--- config.mk ---
export PLATFORM = sky130hd
export DESIGN_NAME = dps_device_flat
export DESIGN_NICKNAME = d
export VERILOG_FILES = /design/src/pkg/dps_pkg.sv /design/src/pkg/dps_spi_if.sv /design/src/rtl/dps_device.sv /design/src/flat_wrapper.sv
export SDC_FILE = /design/constraint.sdc
export NUM_CORES = 1
export LEC_CHECK = 0
export ABC_AREA = 1
export BUFFER_PORTS_ARGS = -buffer_cell sky130_fd_sc_hd__buf_4
export CAP_MARGIN = 20
export CORE_ASPECT_RATIO = 0.75
export CORE_UTILIZATION = 55
export CTS_CLUSTER_SIZE = 14
export DETAILED_ROUTE_END_ITERATION = 6
export GPL_ROUTABILITY_DRIVEN = 0
export PLACE_DENSITY = 0.83
export SLEW_MARGIN = 20
export SYNTH_ARGS = -nofsm -noshare
export SYNTH_HDL_FRONTEND = slang
export SYNTH_SLANG_ARGS = --single-unit
--- constraint.sdc ---
create_clock -name REF_CLK -period 4.67 [get_ports REF_CLK]
set_input_delay 0.934 -clock REF_CLK [delete_from_list [all_inputs] [get_ports REF_CLK]]
set_output_delay 0.934 -clock REF_CLK [all_outputs]
set_load 0.005 [all_outputs]
--- src/pkg/dps_pkg.sv ---
// Overview of operation
// read data leaves on serial clock falling edges
// master drives input; device samples rising edges
// hold low while clock low pauses
// hold high while clock low resumes
// pause keeps bit count and bytes
// hold stays high when pause unused
// strap pins form 4-bit slave address; only bits 1:0 come from straps here, bits 3:2 are fixed at ADDR_HI
// act only when streamed address matches straps
// chip select high deselects, output released
// deselected means standby unless write busy
// chip select low enables, awaits command
// ignore bus until first select fall
// power-up copies default register into wiper
// one volatile wiper register per pot
// four writable readable data registers per pot
// wiper selects one of 256 taps
// first byte: type code, then address
// second byte: opcode, register, pot select
// write protect low refuses data writes
// busy flag high during nonvolatile write
// while paused, no sampling, output released
package dps_pkg;
   // device type code: arbitrary value
   localparam logic [3:0]  DEV_TYPE      = 4'hA;
   localparam logic [1:0]  ADDR_HI       = 2'h0;
   localparam logic [3:0]  OP_RD_WIPER   = 4'h9;
   localparam logic [3:0]  OP_WR_WIPER   = 4'hA;
   localparam logic [3:0]  OP_RD_DATA    = 4'hB;
   localparam logic [3:0]  OP_WR_DATA    = 4'hC;
   localparam logic [3:0]  OP_RD_STATUS  = 4'h5;
   localparam logic [1:0]  DEFAULT_REG   = 2'h0;
   localparam logic [7:0]  DATA_RESET    = 8'h80;
   localparam int          CLK_MHZ       = 200;
   localparam int          NV_WRITE_MS   = 10;
   localparam int          NV_WRITE_CYC  = NV_WRITE_MS * CLK_MHZ * 1000;
   localparam int          NV_CNT_W      = 22;
   localparam logic [4:0]  SCK_DIV_LAST  = 5'h0F;
   localparam logic [4:0]  BITS_LAST     = 5'h17;
   localparam logic [3:0]  REG_CMD       = 4'h0;
   localparam logic [3:0]  REG_TXD       = 4'h4;
   localparam logic [3:0]  REG_STATUS    = 4'h8;
   localparam logic [3:0]  REG_HOLD      = 4'hC;
   localparam int          CMD_ADDR_LSB  = 0;
   localparam int          CMD_OP_LSB    = 8;
   localparam int          CMD_SEL_LSB   = 12;
   localparam int          CMD_POT_BIT   = 14;
   localparam int          STAT_BUSY_BIT = 0;
   localparam int          STAT_HELD_BIT = 1;
   localparam int          STAT_RX_LSB   = 8;

   typedef enum logic [2:0] {
      ST_IDLE   = 3'h0,
      ST_ID     = 3'h1,
      ST_INSTR  = 3'h2,
      ST_DATA   = 3'h3,
      ST_IGNORE = 3'h4
   } dps_dev_st_t;

   typedef enum logic [2:0] {
      H_IDLE  = 3'h0,
      H_SETUP = 3'h1,
      H_RUN   = 3'h2,
      H_DONE  = 3'h3,
      H_GAP   = 3'h4
   } dps_host_st_t;
endpackage

--- src/pkg/dps_spi_if.sv ---
`timescale 1ns/1ps
`default_nettype none
interface dps_spi_if;
   logic cs_b;
   logic sck;
   logic mosi;
   logic hold_b;
   logic miso;
   logic miso_oe_b;
   logic miso_line;

   // released output reads as pulled high
   assign miso_line = miso_oe_b ? 1'b1 : miso;

   modport device (input cs_b, input sck, input mosi, input hold_b,
                   output miso, output miso_oe_b);
   modport host (output cs_b, output sck, output mosi, output hold_b,
                 input miso_line);
endinterface
`default_nettype wire

--- src/rtl/dps_device.sv ---
// Implementation choices: the Avalon-MM slave port and the register addresses.
`timescale 1ns/1ps
`default_nettype none
module dps_device #(
   parameter int NV_WRITE_CYC = dps_pkg::NV_WRITE_CYC
) (
   input  wire logic        REF_CLK,     // 200 MHz clock
   input  wire logic        RST_B,       // async reset, power-up
   dps_spi_if.device        SPI,         // serial port pins
   input  wire logic        SLAVE_ADDR_STRAP_0, // address strap bit 0
   input  wire logic        SLAVE_ADDR_STRAP_1, // address strap bit 1
   input  wire logic        WP_B,        // write protect, low refuses
   output wire logic [1:0][7:0] WIPER_POS, // wiper position per pot
   output wire logic        NV_WRITE_BUSY, // nonvolatile write running
   output wire logic        STANDBY      // standby power state
);
   typedef struct packed {
      logic [1:0]                cs_y;
      logic [1:0]                sck_y;
      logic [1:0]                si_y;
      logic [1:0]                hold_y;
      logic [1:0]                wp_y;
      logic [1:0]                a0_y;
      logic [1:0]                a1_y;
      logic                      sck_p;
      logic                      cs_p;
      logic                      held;
      logic                      recalled;
      dps_pkg::dps_dev_st_t      st;
      logic [2:0]                cnt;
      logic [7:0]                rx;
      logic [3:0]                op;
      logic [1:0]                sel;
      logic                      pot;
      logic                      rd;
      logic [7:0]                tx;
      logic                      so;
      logic                      drive;
      logic [1:0][7:0]           wiper_position_reg;
      logic [1:0][3:0][7:0]      data_reg;
      logic [dps_pkg::NV_CNT_W-1:0] busy_cnt;
   } dps_dev_t;

   dps_dev_t q;
   dps_dev_t d;

   logic       cs_s;
   logic       sck_s;
   logic       si_s;
   logic       hold_s;
   logic       rise;
   logic       fall;
   logic       busy;
   logic [3:0] own_addr;
   logic [7:0] byte_in;

   assign cs_s     = q.cs_y[1];
   assign sck_s    = q.sck_y[1];
   assign si_s     = q.si_y[1];
   assign hold_s   = q.hold_y[1];
   assign rise     = sck_s & ~q.sck_p;
   assign fall     = ~sck_s & q.sck_p;
   assign busy     = (q.busy_cnt != '0);
   assign own_addr = {dps_pkg::ADDR_HI, q.a1_y[1], q.a0_y[1]};
   assign byte_in  = {q.rx[6:0], si_s};

   ////////////////////////////////////////////////////////////////////////
   always_comb
   begin
      d = q;
      d.cs_y   = {q.cs_y[0], SPI.cs_b};
      d.sck_y  = {q.sck_y[0], SPI.sck};
      d.si_y   = {q.si_y[0], SPI.mosi};
      d.hold_y = {q.hold_y[0], SPI.hold_b};
      d.wp_y   = {q.wp_y[0], WP_B};
      d.a0_y   = {q.a0_y[0], SLAVE_ADDR_STRAP_0};
      d.a1_y   = {q.a1_y[0], SLAVE_ADDR_STRAP_1};
      d.sck_p  = sck_s;
      d.cs_p   = cs_s;
      if (busy)
      begin
         d.busy_cnt = q.busy_cnt - 1'b1;
      end
      if (!q.recalled)
      begin
         d.recalled = 1'b1;
         for (int p = 0; p < 2; p++)
         begin
            d.wiper_position_reg[p] = q.data_reg[p][dps_pkg::DEFAULT_REG];
         end
      end
      if (cs_s)
      begin
         // deselected: sequence dropped, output released
         d.st    = dps_pkg::ST_IDLE;
         d.cnt   = 3'h0;
         d.held  = 1'b0;
         d.rd    = 1'b0;
         d.drive = 1'b0;
      end
      else if (q.cs_p)
      begin
         // only a seen high-to-low edge opens a sequence
         d.st    = dps_pkg::ST_ID;
         d.cnt   = 3'h0;
         d.held  = 1'b0;
      end
      else
      begin
         if (!sck_s)
         begin
            d.held = ~hold_s;
         end
         // pause freezes count, bytes and output shift
         if (!q.held && rise && q.st != dps_pkg::ST_IDLE && q.st != dps_pkg::ST_IGNORE)
         begin
            d.rx  = byte_in;
            d.cnt = q.cnt + 3'h1;
            if (q.cnt == 3'h7)
            begin
               case (q.st)
                  dps_pkg::ST_ID:
                  begin
                     if (byte_in[7:4] == dps_pkg::DEV_TYPE && byte_in[3:0] == own_addr)
                     begin
                        d.st = dps_pkg::ST_INSTR;
                     end
                     else
                     begin
                        d.st = dps_pkg::ST_IGNORE;
                     end
                  end
                  dps_pkg::ST_INSTR:
                  begin
                     d.op  = byte_in[7:4];
                     d.sel = byte_in[3:2];
                     d.pot = byte_in[0];
                     d.st  = dps_pkg::ST_DATA;
                     d.rd  = 1'b1;
                     case (byte_in[7:4])
                        dps_pkg::OP_RD_WIPER:  d.tx = q.wiper_position_reg[byte_in[0]];
                        dps_pkg::OP_RD_DATA:   d.tx = q.data_reg[byte_in[0]][byte_in[3:2]];
                        dps_pkg::OP_RD_STATUS: d.tx = {7'h00, busy};
                        dps_pkg::OP_WR_WIPER:  d.rd = 1'b0;
                        dps_pkg::OP_WR_DATA:   d.rd = 1'b0;
                        default:
                        begin
                           d.rd = 1'b0;
                           d.st = dps_pkg::ST_IGNORE;
                        end
                     endcase
                  end
                  dps_pkg::ST_DATA:
                  begin
                     d.st    = dps_pkg::ST_IGNORE;
                     d.rd    = 1'b0;
                     d.drive = 1'b0;
                     case (q.op)
                        dps_pkg::OP_WR_WIPER:
                        begin
                           d.wiper_position_reg[q.pot] = byte_in;
                        end
                        dps_pkg::OP_WR_DATA:
                        begin
                           if (q.wp_y[1] && !busy)
                           begin
                              d.data_reg[q.pot][q.sel] = byte_in;
                              d.busy_cnt = dps_pkg::NV_CNT_W'(NV_WRITE_CYC);
                           end
                        end
                        default:
                        begin
                           d.drive = 1'b0;
                        end
                     endcase
                  end
                  default:
                  begin
                     d.st = dps_pkg::ST_IGNORE;
                  end
               endcase
            end
         end
         if (!q.held && fall && q.rd)
         begin
            d.drive = 1'b1;
            d.so    = q.tx[7];
            d.tx    = {q.tx[6:0], 1'b0};
         end
      end
   end

   ////////////////////////////////////////////////////////////////////////
   always_ff @(posedge REF_CLK or negedge RST_B)
   begin
      if (!RST_B)
      begin
         q          <= '0;
         q.st       <= dps_pkg::ST_IDLE;
         q.data_reg <= {8{dps_pkg::DATA_RESET}};
      end
      else
      begin
         q <= d;
      end
   end

   ////////////////////////////////////////////////////////////////////////
   for (genvar g = 0; g < 2; g++)
   begin : g_pot
      assign WIPER_POS[g] = q.wiper_position_reg[g];
   end

   assign SPI.miso      = q.so;
   assign SPI.miso_oe_b = ~(q.drive & ~q.held & ~cs_s);
   assign NV_WRITE_BUSY = busy;
   assign STANDBY       = cs_s & ~busy;
endmodule
`default_nettype wire

--- src/flat_wrapper.sv ---
// flat-port wrapper written by rule: the top's interface ports become plain ports
module dps_device_flat 
#(
   parameter int NV_WRITE_CYC = dps_pkg::NV_WRITE_CYC
)
  (REF_CLK, RST_B, SLAVE_ADDR_STRAP_0, SLAVE_ADDR_STRAP_1, WP_B, WIPER_POS, NV_WRITE_BUSY, STANDBY, SPI_cs_b, SPI_sck, SPI_mosi, SPI_hold_b, SPI_miso, SPI_miso_oe_b);
  dps_spi_if SPI_i ();
  input  wire logic REF_CLK;
  input  wire logic RST_B;
  input  wire logic SLAVE_ADDR_STRAP_0;
  input  wire logic SLAVE_ADDR_STRAP_1;
  input  wire logic WP_B;
  output wire logic [1:0][7:0] WIPER_POS;
  output wire logic NV_WRITE_BUSY;
  output wire logic STANDBY;
  input wire logic [$bits(SPI_i.cs_b)-1:0] SPI_cs_b;
  input wire logic [$bits(SPI_i.sck)-1:0] SPI_sck;
  input wire logic [$bits(SPI_i.mosi)-1:0] SPI_mosi;
  input wire logic [$bits(SPI_i.hold_b)-1:0] SPI_hold_b;
  output wire logic [$bits(SPI_i.miso)-1:0] SPI_miso;
  output wire logic [$bits(SPI_i.miso_oe_b)-1:0] SPI_miso_oe_b;
  assign SPI_i.cs_b = SPI_cs_b;
  assign SPI_i.sck = SPI_sck;
  assign SPI_i.mosi = SPI_mosi;
  assign SPI_i.hold_b = SPI_hold_b;
  assign SPI_miso = SPI_i.miso;
  assign SPI_miso_oe_b = SPI_i.miso_oe_b;
  dps_device #(.NV_WRITE_CYC(NV_WRITE_CYC)) u_core (.REF_CLK(REF_CLK), .RST_B(RST_B), .SPI(SPI_i), .SLAVE_ADDR_STRAP_0(SLAVE_ADDR_STRAP_0), .SLAVE_ADDR_STRAP_1(SLAVE_ADDR_STRAP_1), .WP_B(WP_B), .WIPER_POS(WIPER_POS), .NV_WRITE_BUSY(NV_WRITE_BUSY), .STANDBY(STANDBY));
endmodule
==> parameters.txt, run 1 <==
Parameter                              Value

Clock network
  Hold buffers post-CTS    0
  Root buffer selected by CTS    clkbuf_16
  Total clock buffers created by CTS    17
  Post-CTS repair timing setup buffer count    0
  Number of resized instances in the post-cts repair step    0
  Clock-pin slew of the registers on the worst-case setup and hold paths    ~0.070 ns
  H-tree level count    4
  Clock tree buffer depth    2
  TritonCTS clock tree    yes
  Clock Latency Late Sink    0.43 ns
  Sink Count    approximately 150

STA
  Final count of negative-setup-slack endpoints    0
  Setup Skew    0.0177 ns
  Top achievable clock speed    roughly 300 MHz
  Period Utilization, post-route    between 70% and 80%
  Final number of max-transition violations    0
  Time the final worst path needs with I/O delays and setup    3.30 ns
  Relative slew slack    about two fifths
  Final Hold Fails    0
  Actual transition at the worst max-transition pin    around 0.9 ns
  RSZ-0062 raised after global routing    false
  Setup total negative slack    0 ns

Global route
  Global-route wire length before repair    31.7 mm
  Vias in the first global route    slightly above 6,000
  Residual overflow from global routing    0
  Total track usage    between 20 and 30%
  Initial antenna violation count    0
  Pin count of the biggest net entering global routing    roughly 110

Route
  Iteration-0 DRC count of the detailed router    about 800
  DRC Markers    0
  Antenna-violating nets left    0
  Per-cell via count in the routed design    5.64
  Average wire length per cell after detail routing    between 15 and 20 um
  Wirelength, routed    around 19 mm
  Vias after detailed routing    6,733
  Number of detailed-route iterations in the first pass    7

Layout
  Layout area overhead    9.87%
  Nets    between 1,000 and 1,500
  Utilization after layout    around 62%
  Antenna Diode Count    0
  Proportion of layout cells with a drive suffix above 1    a little over a tenth

Floorplan
  IO Count    29
  Initial core utilization    around 57%
  Area of the core    13,800 um2
  Die span in x    139 um
  Number of standard-cell rows in the floorplan    37
  Die boundary height    about 110 um
  Area enclosed by the die boundary    14,700 um2

Power
  Total power    roughly 2900 uW
  Power density over cell area    around 340 nW/um2
  Static Leakage    0.00441 uW
  Maximum resistive drop on vdd    ~0.24 mV

Placement
  Final HPWL from detailed placement    12.1 mm
  IO Port Bufs    28

Synth
  Share of synthesized area occupied by flip-flops and latches    between 40 and 50%
  Number of flip-flops and latches in the synthesized netlist    between 150 and 200
  Post-synth cell types    40
  Netlist area before placement    between 7000 and 8000 um2
  Cell type with the highest aggregate area in the netlist    dfrtp_1
  Largest cells by area after synthesis    dfrtp_1, nand2_1, nand3_1
  Post-Synthesis Cells    1,008
  Syn Nets    about 1,000
  Syn avg cell area    around 7.7 um2
  Area share of the leading cell type in the synthesized netlist    ~46%
  Number of warnings reported in the yosys synthesis log    0

Flow run
  # Max-Cap Violations    0

Hold path
  Type of the most critical hold path    flop to flop

Status
  Status    complete, no violations

Critical path
  CP Launch Type    flop
  Required time reported for the critical path endpoint    3.74 ns
  Startpoint-to-endpoint class of the critical path    flop to primary output
  Critical Path AT    about 2.4 ns
  Largest fanout on the critical path    18
  Critical path capture point type    primary output
-- cell usage in the layout (no fill, tap or decap), types with 3 or more instances in the layout --
master and instances:
buf_4 34, nand3_1 118, nor2_4 6, nor2_1 103, clkbuf_16 17, inv_2 4
clkbuf_8 4, nand3_2 3, dfrtp_1 143, nand2_1 314, nand4_4 3, xnor2_1 6
inv_6 3, nor3_1 5, dfstp_2 8, clkinvlp_4 4, inv_1 83, nor2_2 4
o21ai_0 92, a21oi_1 15, ha_1 4, nor2_8 3, nand4_1 13
-- per-layer routing --
layer / global-route usage, % / wire (um)
met1: 39.1 / 8500
met4: 10.2 / 242
met2: 41.9 / 8520
met5: 0 / 0
met3: 6.32 / 1720
-- layout make-up --
class	instances	area [um2]
fillers	1124	5230
flip-flops and latches	151	3790
multi-input cells	709	3310
clock buffers	21	480
inverters	90	339
repair buffers	36	294
well taps	175	219
clock inverters	11	136
-- worst max-delay path: stages, from the launching register on --
cell	delay, ns
dfrtp_1	0.42
nor2_1	0.19
nand2_1	0.10
inv_1	0.15
nand3_2	0.11
nor2_4	0.51
inv_2	0.20
nor2_1	0.14
buf_4	0.12
-- through the flow --
| step | std cells | hold slack [ns] | area (um2) | setup WS (ns) |
|---|---|---|---|---|
| after global routing | 1193 | 0.355 | 8560 | 1.18 |
| after detailed placement | 1160 | 0.335 | 7920 | 1.84 |
| final | 1193 | 0.347 | 8560 | 1.37 |
| after global placement | 1159 | 0.332 | 7910 | 1.90 |
| after floorplan | 1008 | 0.331 | 7790 | 2.35 |
| after CTS | 1192 | 0.348 | 8540 | 1.37 |
-- kinds of logic after synthesis --
family                   count (synthesis)  share of synthesized area, %
AND/OR/NAND/NOR                        582                          33.3
flip-flops                             151                          48.6
buffers and inverters                  148                          8.97
AO/OA/AOI/OAI                          114                          7.50
XOR/XNOR                                 8                         0.899
adder cells (fa/ha/maj)                  4                         0.642
other                                    1                        0.0481
-- worst paths after layout --
check                      slack, ns                   end     startpoint  cells after the start
max                             1.37               STANDBY    u_core.q[6]                      8
min                             0.35         u_core.d[137]  u_core.d[149]                      0
max reg2reg                     2.22                  flop    u_core.q[6]                      9
min reg2reg                     0.35         u_core.d[137]  u_core.d[149]                      0
max in group asynchronous       3.19             async pin          RST_B                      3
min in group asynchronous       0.37  u_core.WIPER_POS[10]          RST_B                      1
-- synthesized netlist by cell type (all sizes together) --
cell / count
xor2: 2
or2: 2
buf: 40
nand3: 121
conb: 1
nor3b: 1
o21bai: 2
a211oi: 1
a21oi: 15
dfrtp: 143
dfstp: 8
nand4: 16
inv: 87
nand3b: 2
o21ai: 93
nor2: 116
nand2: 319
clkinv: 3
nor3: 5
xnor2: 6
ha: 4
clkbuf: 18
o211ai: 1
a22oi: 1
a31oi: 1
-- report_power, final --
part,switching [uW],internal (uW)
Sequential,20.4,1320
Clock,580,853
Combinational,91.6,34.5
Power figures use the tool's default switching activity.
==> run 2: changes to the inputs <==
==> constraint.sdc (replaced) <==
create_clock -name REF_CLK -period 3.2 [get_ports REF_CLK]
set_input_delay 0.64 -clock REF_CLK [delete_from_list [all_inputs] [get_ports REF_CLK]]
set_output_delay 0.64 -clock REF_CLK [all_outputs]
set_load 0.005 [all_outputs]
==> run 2 against run 1 <==
Critical path depth rose by 1. Sequential power increased by 46%. Flip-flop and latch count unchanged. Clock power is 43% higher. Critical endpoint unchanged. Largest cell class unchanged.
==> parameters.txt, run 2 (synthesis gave the netlist of run 1 again) <==
Parameter                              Value

Floorplan
  Number of standard-cell rows in the floorplan    37 (unchanged)
  Area of the core    13,800 um2 (unchanged)
  Die boundary height    105 um (unchanged)
  Die span in x    139 um (unchanged)
  Area enclosed by the die boundary    14,700 um2 (unchanged)
  IO Count    29 (unchanged)
  Initial core utilization    56.5% (unchanged)

STA
  Period Utilization, post-route    between 80% and 90%
  Final Hold Slack    0.0794 ns (-0.268 ns)
  Setup Skew    0.0148 ns (-0.00282 ns)
  RSZ-0062 raised after global routing    false
  Setup total negative slack    0 ns (unchanged)
  Final Hold Fails    0 (unchanged)
  Actual transition at the worst max-transition pin    0.955 ns (+0.0291 ns)
  Final number of max-transition violations    0 (unchanged)
  Top achievable clock speed    between 300 and 400 MHz
  Relative slew slack    36.2% (-1.9 points)
  Time the final worst path needs with I/O delays and setup    around 2.8 ns
  Final count of negative-setup-slack endpoints    0 (unchanged)

Global route
  Initial antenna violation count    0 (unchanged)
  Pin count of the biggest net entering global routing    61 (-45%)
  Total track usage    28.5% (+0.76 points)
  Residual overflow from global routing    0 (unchanged)
  Global-route wire length before repair    32.7 mm (+3.2%)
  Vias in the first global route    6,433 (+3.4%)

Critical path
  Cell with the largest stage delay on the worst path    dfrtp_1
  Slowest Stage Delay on Critical Path    0.37 ns (-0.14 ns)
  Required time reported for the critical path endpoint    2.56 ns (-1.18 ns)
  Setup slack on the worst flop-to-flop path    0.69 ns (-1.53 ns)
  Cell-by-cell trace of the critical path    inv_1 -> ha_1 -> inv_1 -> nor2_1 -> nand3_2 -> nor2_4 -> inv_2 -> nor2_1 -> buf_4
  Number of cells on the worst reg-to-reg path    9 (unchanged)
  FF-to-FF Start    u_core.byte_in[7]
  Endpoint of the worst-slack reg-to-reg timing path    u_core.q[104]
  Largest fanout on the critical path    11 (-7)
  Startpoint-to-endpoint class of the critical path    flop to primary output
  Critical Path AT    2.18 ns (-0.18 ns)
  CP Launch Type    flop
  Critical path capture point type    primary output

Layout
  Utilization after layout    62.0% (-0.063 points)
  Proportion of layout cells with a drive suffix above 1    10.8% (+0.26 points)
  Most common library cell in the layout ignoring fill and taps    nand2_1
  Layout area overhead    9.76%
  Sequential standard cell area    3790 um2 (unchanged)
  Area of combinational cells with multiple inputs    3310 um2 (unchanged)
  Count of placed standard cells in the final layout, fillers left out    1,196 (+0.25%)
  Filler cell count in the final layout    1,173 (+4.4%)
  Antenna Diode Count    0 (unchanged)
  Highest-count cells in the layout ignoring fill and taps    nand2_1, dfrtp_1, nand3_1
  Final std cell area, no fill    8560 um2 (-0.10%)
  Nets    1,021 (+0.29%)

Clock network
  Clock-pin slew of the registers on the worst-case setup and hold paths    0.07 ns (about the same)
  Root buffer selected by CTS    clkbuf_16
  Total clock buffers created by CTS    17 (unchanged)
  Post-CTS repair timing setup buffer count    0 (unchanged)
  Clock tree buffer depth    2 (unchanged)
  Sink Count    151 (unchanged)
  Hold buffers post-CTS    0 (unchanged)
  Number of resized instances in the post-cts repair step    0 (unchanged)
  TritonCTS clock tree    yes
  Clock Latency Late Sink    0.43 ns (about the same)
  H-tree level count    4 (unchanged)

Power
  Maximum resistive drop on vdd    0.494 mV (+100%)
  Sw frac    24.9% (+0.99 points)
  P_int    3150 uW (+42%)
  Combinational cell fraction of total power    4.7% (+0.4 points)
  Clock Power Share    48.7% (-0.7 points)
  Power dissipated by switching net loads    1040 uW (+50%)
  Sequential share of power    46.6% (+0.4 points)
  Static Leakage    0.00442 uW (+0.15%)
  Power density over cell area    489 nW/um2 (+45%)

Placement
  Post-detailed-placement cell area    7960 um2 (+0.54%)
  IO Port Bufs    28 (unchanged)
  Number of instances in the placed design    1,164 (+0.34%)
  Final HPWL from detailed placement    12.5 mm (+3.3%)

Route
  Average wire length per cell after detail routing    16.2 um (+1.7%)
  Per-cell via count in the routed design    5.73 (+1.5%)
  Iteration-0 DRC count of the detailed router    771 (-3.5%)
  Number of detailed-route iterations in the first pass    6 (-1)
  Vias after detailed routing    6,851 (+1.8%)
  Antenna-violating nets left    0 (unchanged)
  Wirelength, routed    19.3 mm (+2.0%)
  DRC Markers    0 (unchanged)

Hold path
  Type of the most critical hold path    input port to async pin

Status
  Status    complete, no violations

Flow run
  # Max-Cap Violations    0 (unchanged)
## run 2: cell types whose count changed in the layout (fill, tap and decap cells not counted)
| cell | change |
|---|---|
| inv_8 | -1 |
| clkinv_4 | +1 |
| clkinvlp_4 | -2 |
| inv_6 | +5 |
| buf_16 | -1 |
| clkinv_2 | +1 |
| buf_12 | +1 |
| clkbuf_8 | -4 |
| buf_4 | +3 |
## run 2: critical path, delay by kind of cell (launching register included)
kind	cells	cell delay (ns)
adders and majority gates	1	0.19
buffers and inverters	4	0.47
DFF	1	0.37
and+or+nand+nor	4	0.73
## run 2: how the worst max path moves through the flow
stage                      startpoint       endpoint  slack (ns)  cells past startpoint
finish                    u_core.q[0]        STANDBY        0.38                      9
CTS                       u_core.q[0]        STANDBY        0.37                      9
global route              u_core.q[0]        STANDBY        0.23                      9
detailed placement        u_core.q[0]        STANDBY        0.87                      9
floorplan                 u_core.q[0]        STANDBY        1.17                      8
global placement    u_core.byte_in[7]  u_core.q[104]        0.95                      9
## run 2: routing by layer
metal / global-route usage (%) / share of wire [%] / routed length, um / up-vias
li1: - / - / - / 3197
met1: 40.8 / 43 / 8370 / 3261
met2: 42.9 / 45 / 8750 / 360
met3: 6.32 / 9.7 / 1880 / 33
met4: 9.29 / 1.8 / 348 / 0
met5: 0 / 0 / 0 / -
## run 2: final cells by class
type / count / share of cell area [%]
Multi-Input combinational cell: 709 / 38.7
Tap cell: 175 / 2.56
Clock buffer: 17 / 4.97
Inverter: 90 / 3.96
Timing Repair Buffer: 39 / 3.61
Sequential cell: 151 / 44.3
Clock inverter: 15 / 1.96
## run 2: power groups by stage
stage	logic (uW)	registers, uW	clock network (uW)
floorplan	111	1970	0
global placement	187	1990	0
detailed placement	189	1990	0
CTS	192	1950	2040
global route	218	1950	2140
finish	195	1950	2040
## run 2: metrics by stage
step / worst slack [ns] / total power, uW
after detailed placement: 0.868 / 2180
after CTS: 0.365 / 4190
after global routing: 0.235 / 4310
after floorplan: 1.17 / 2080
after global placement: 0.946 / 2170
final: 0.378 / 4190
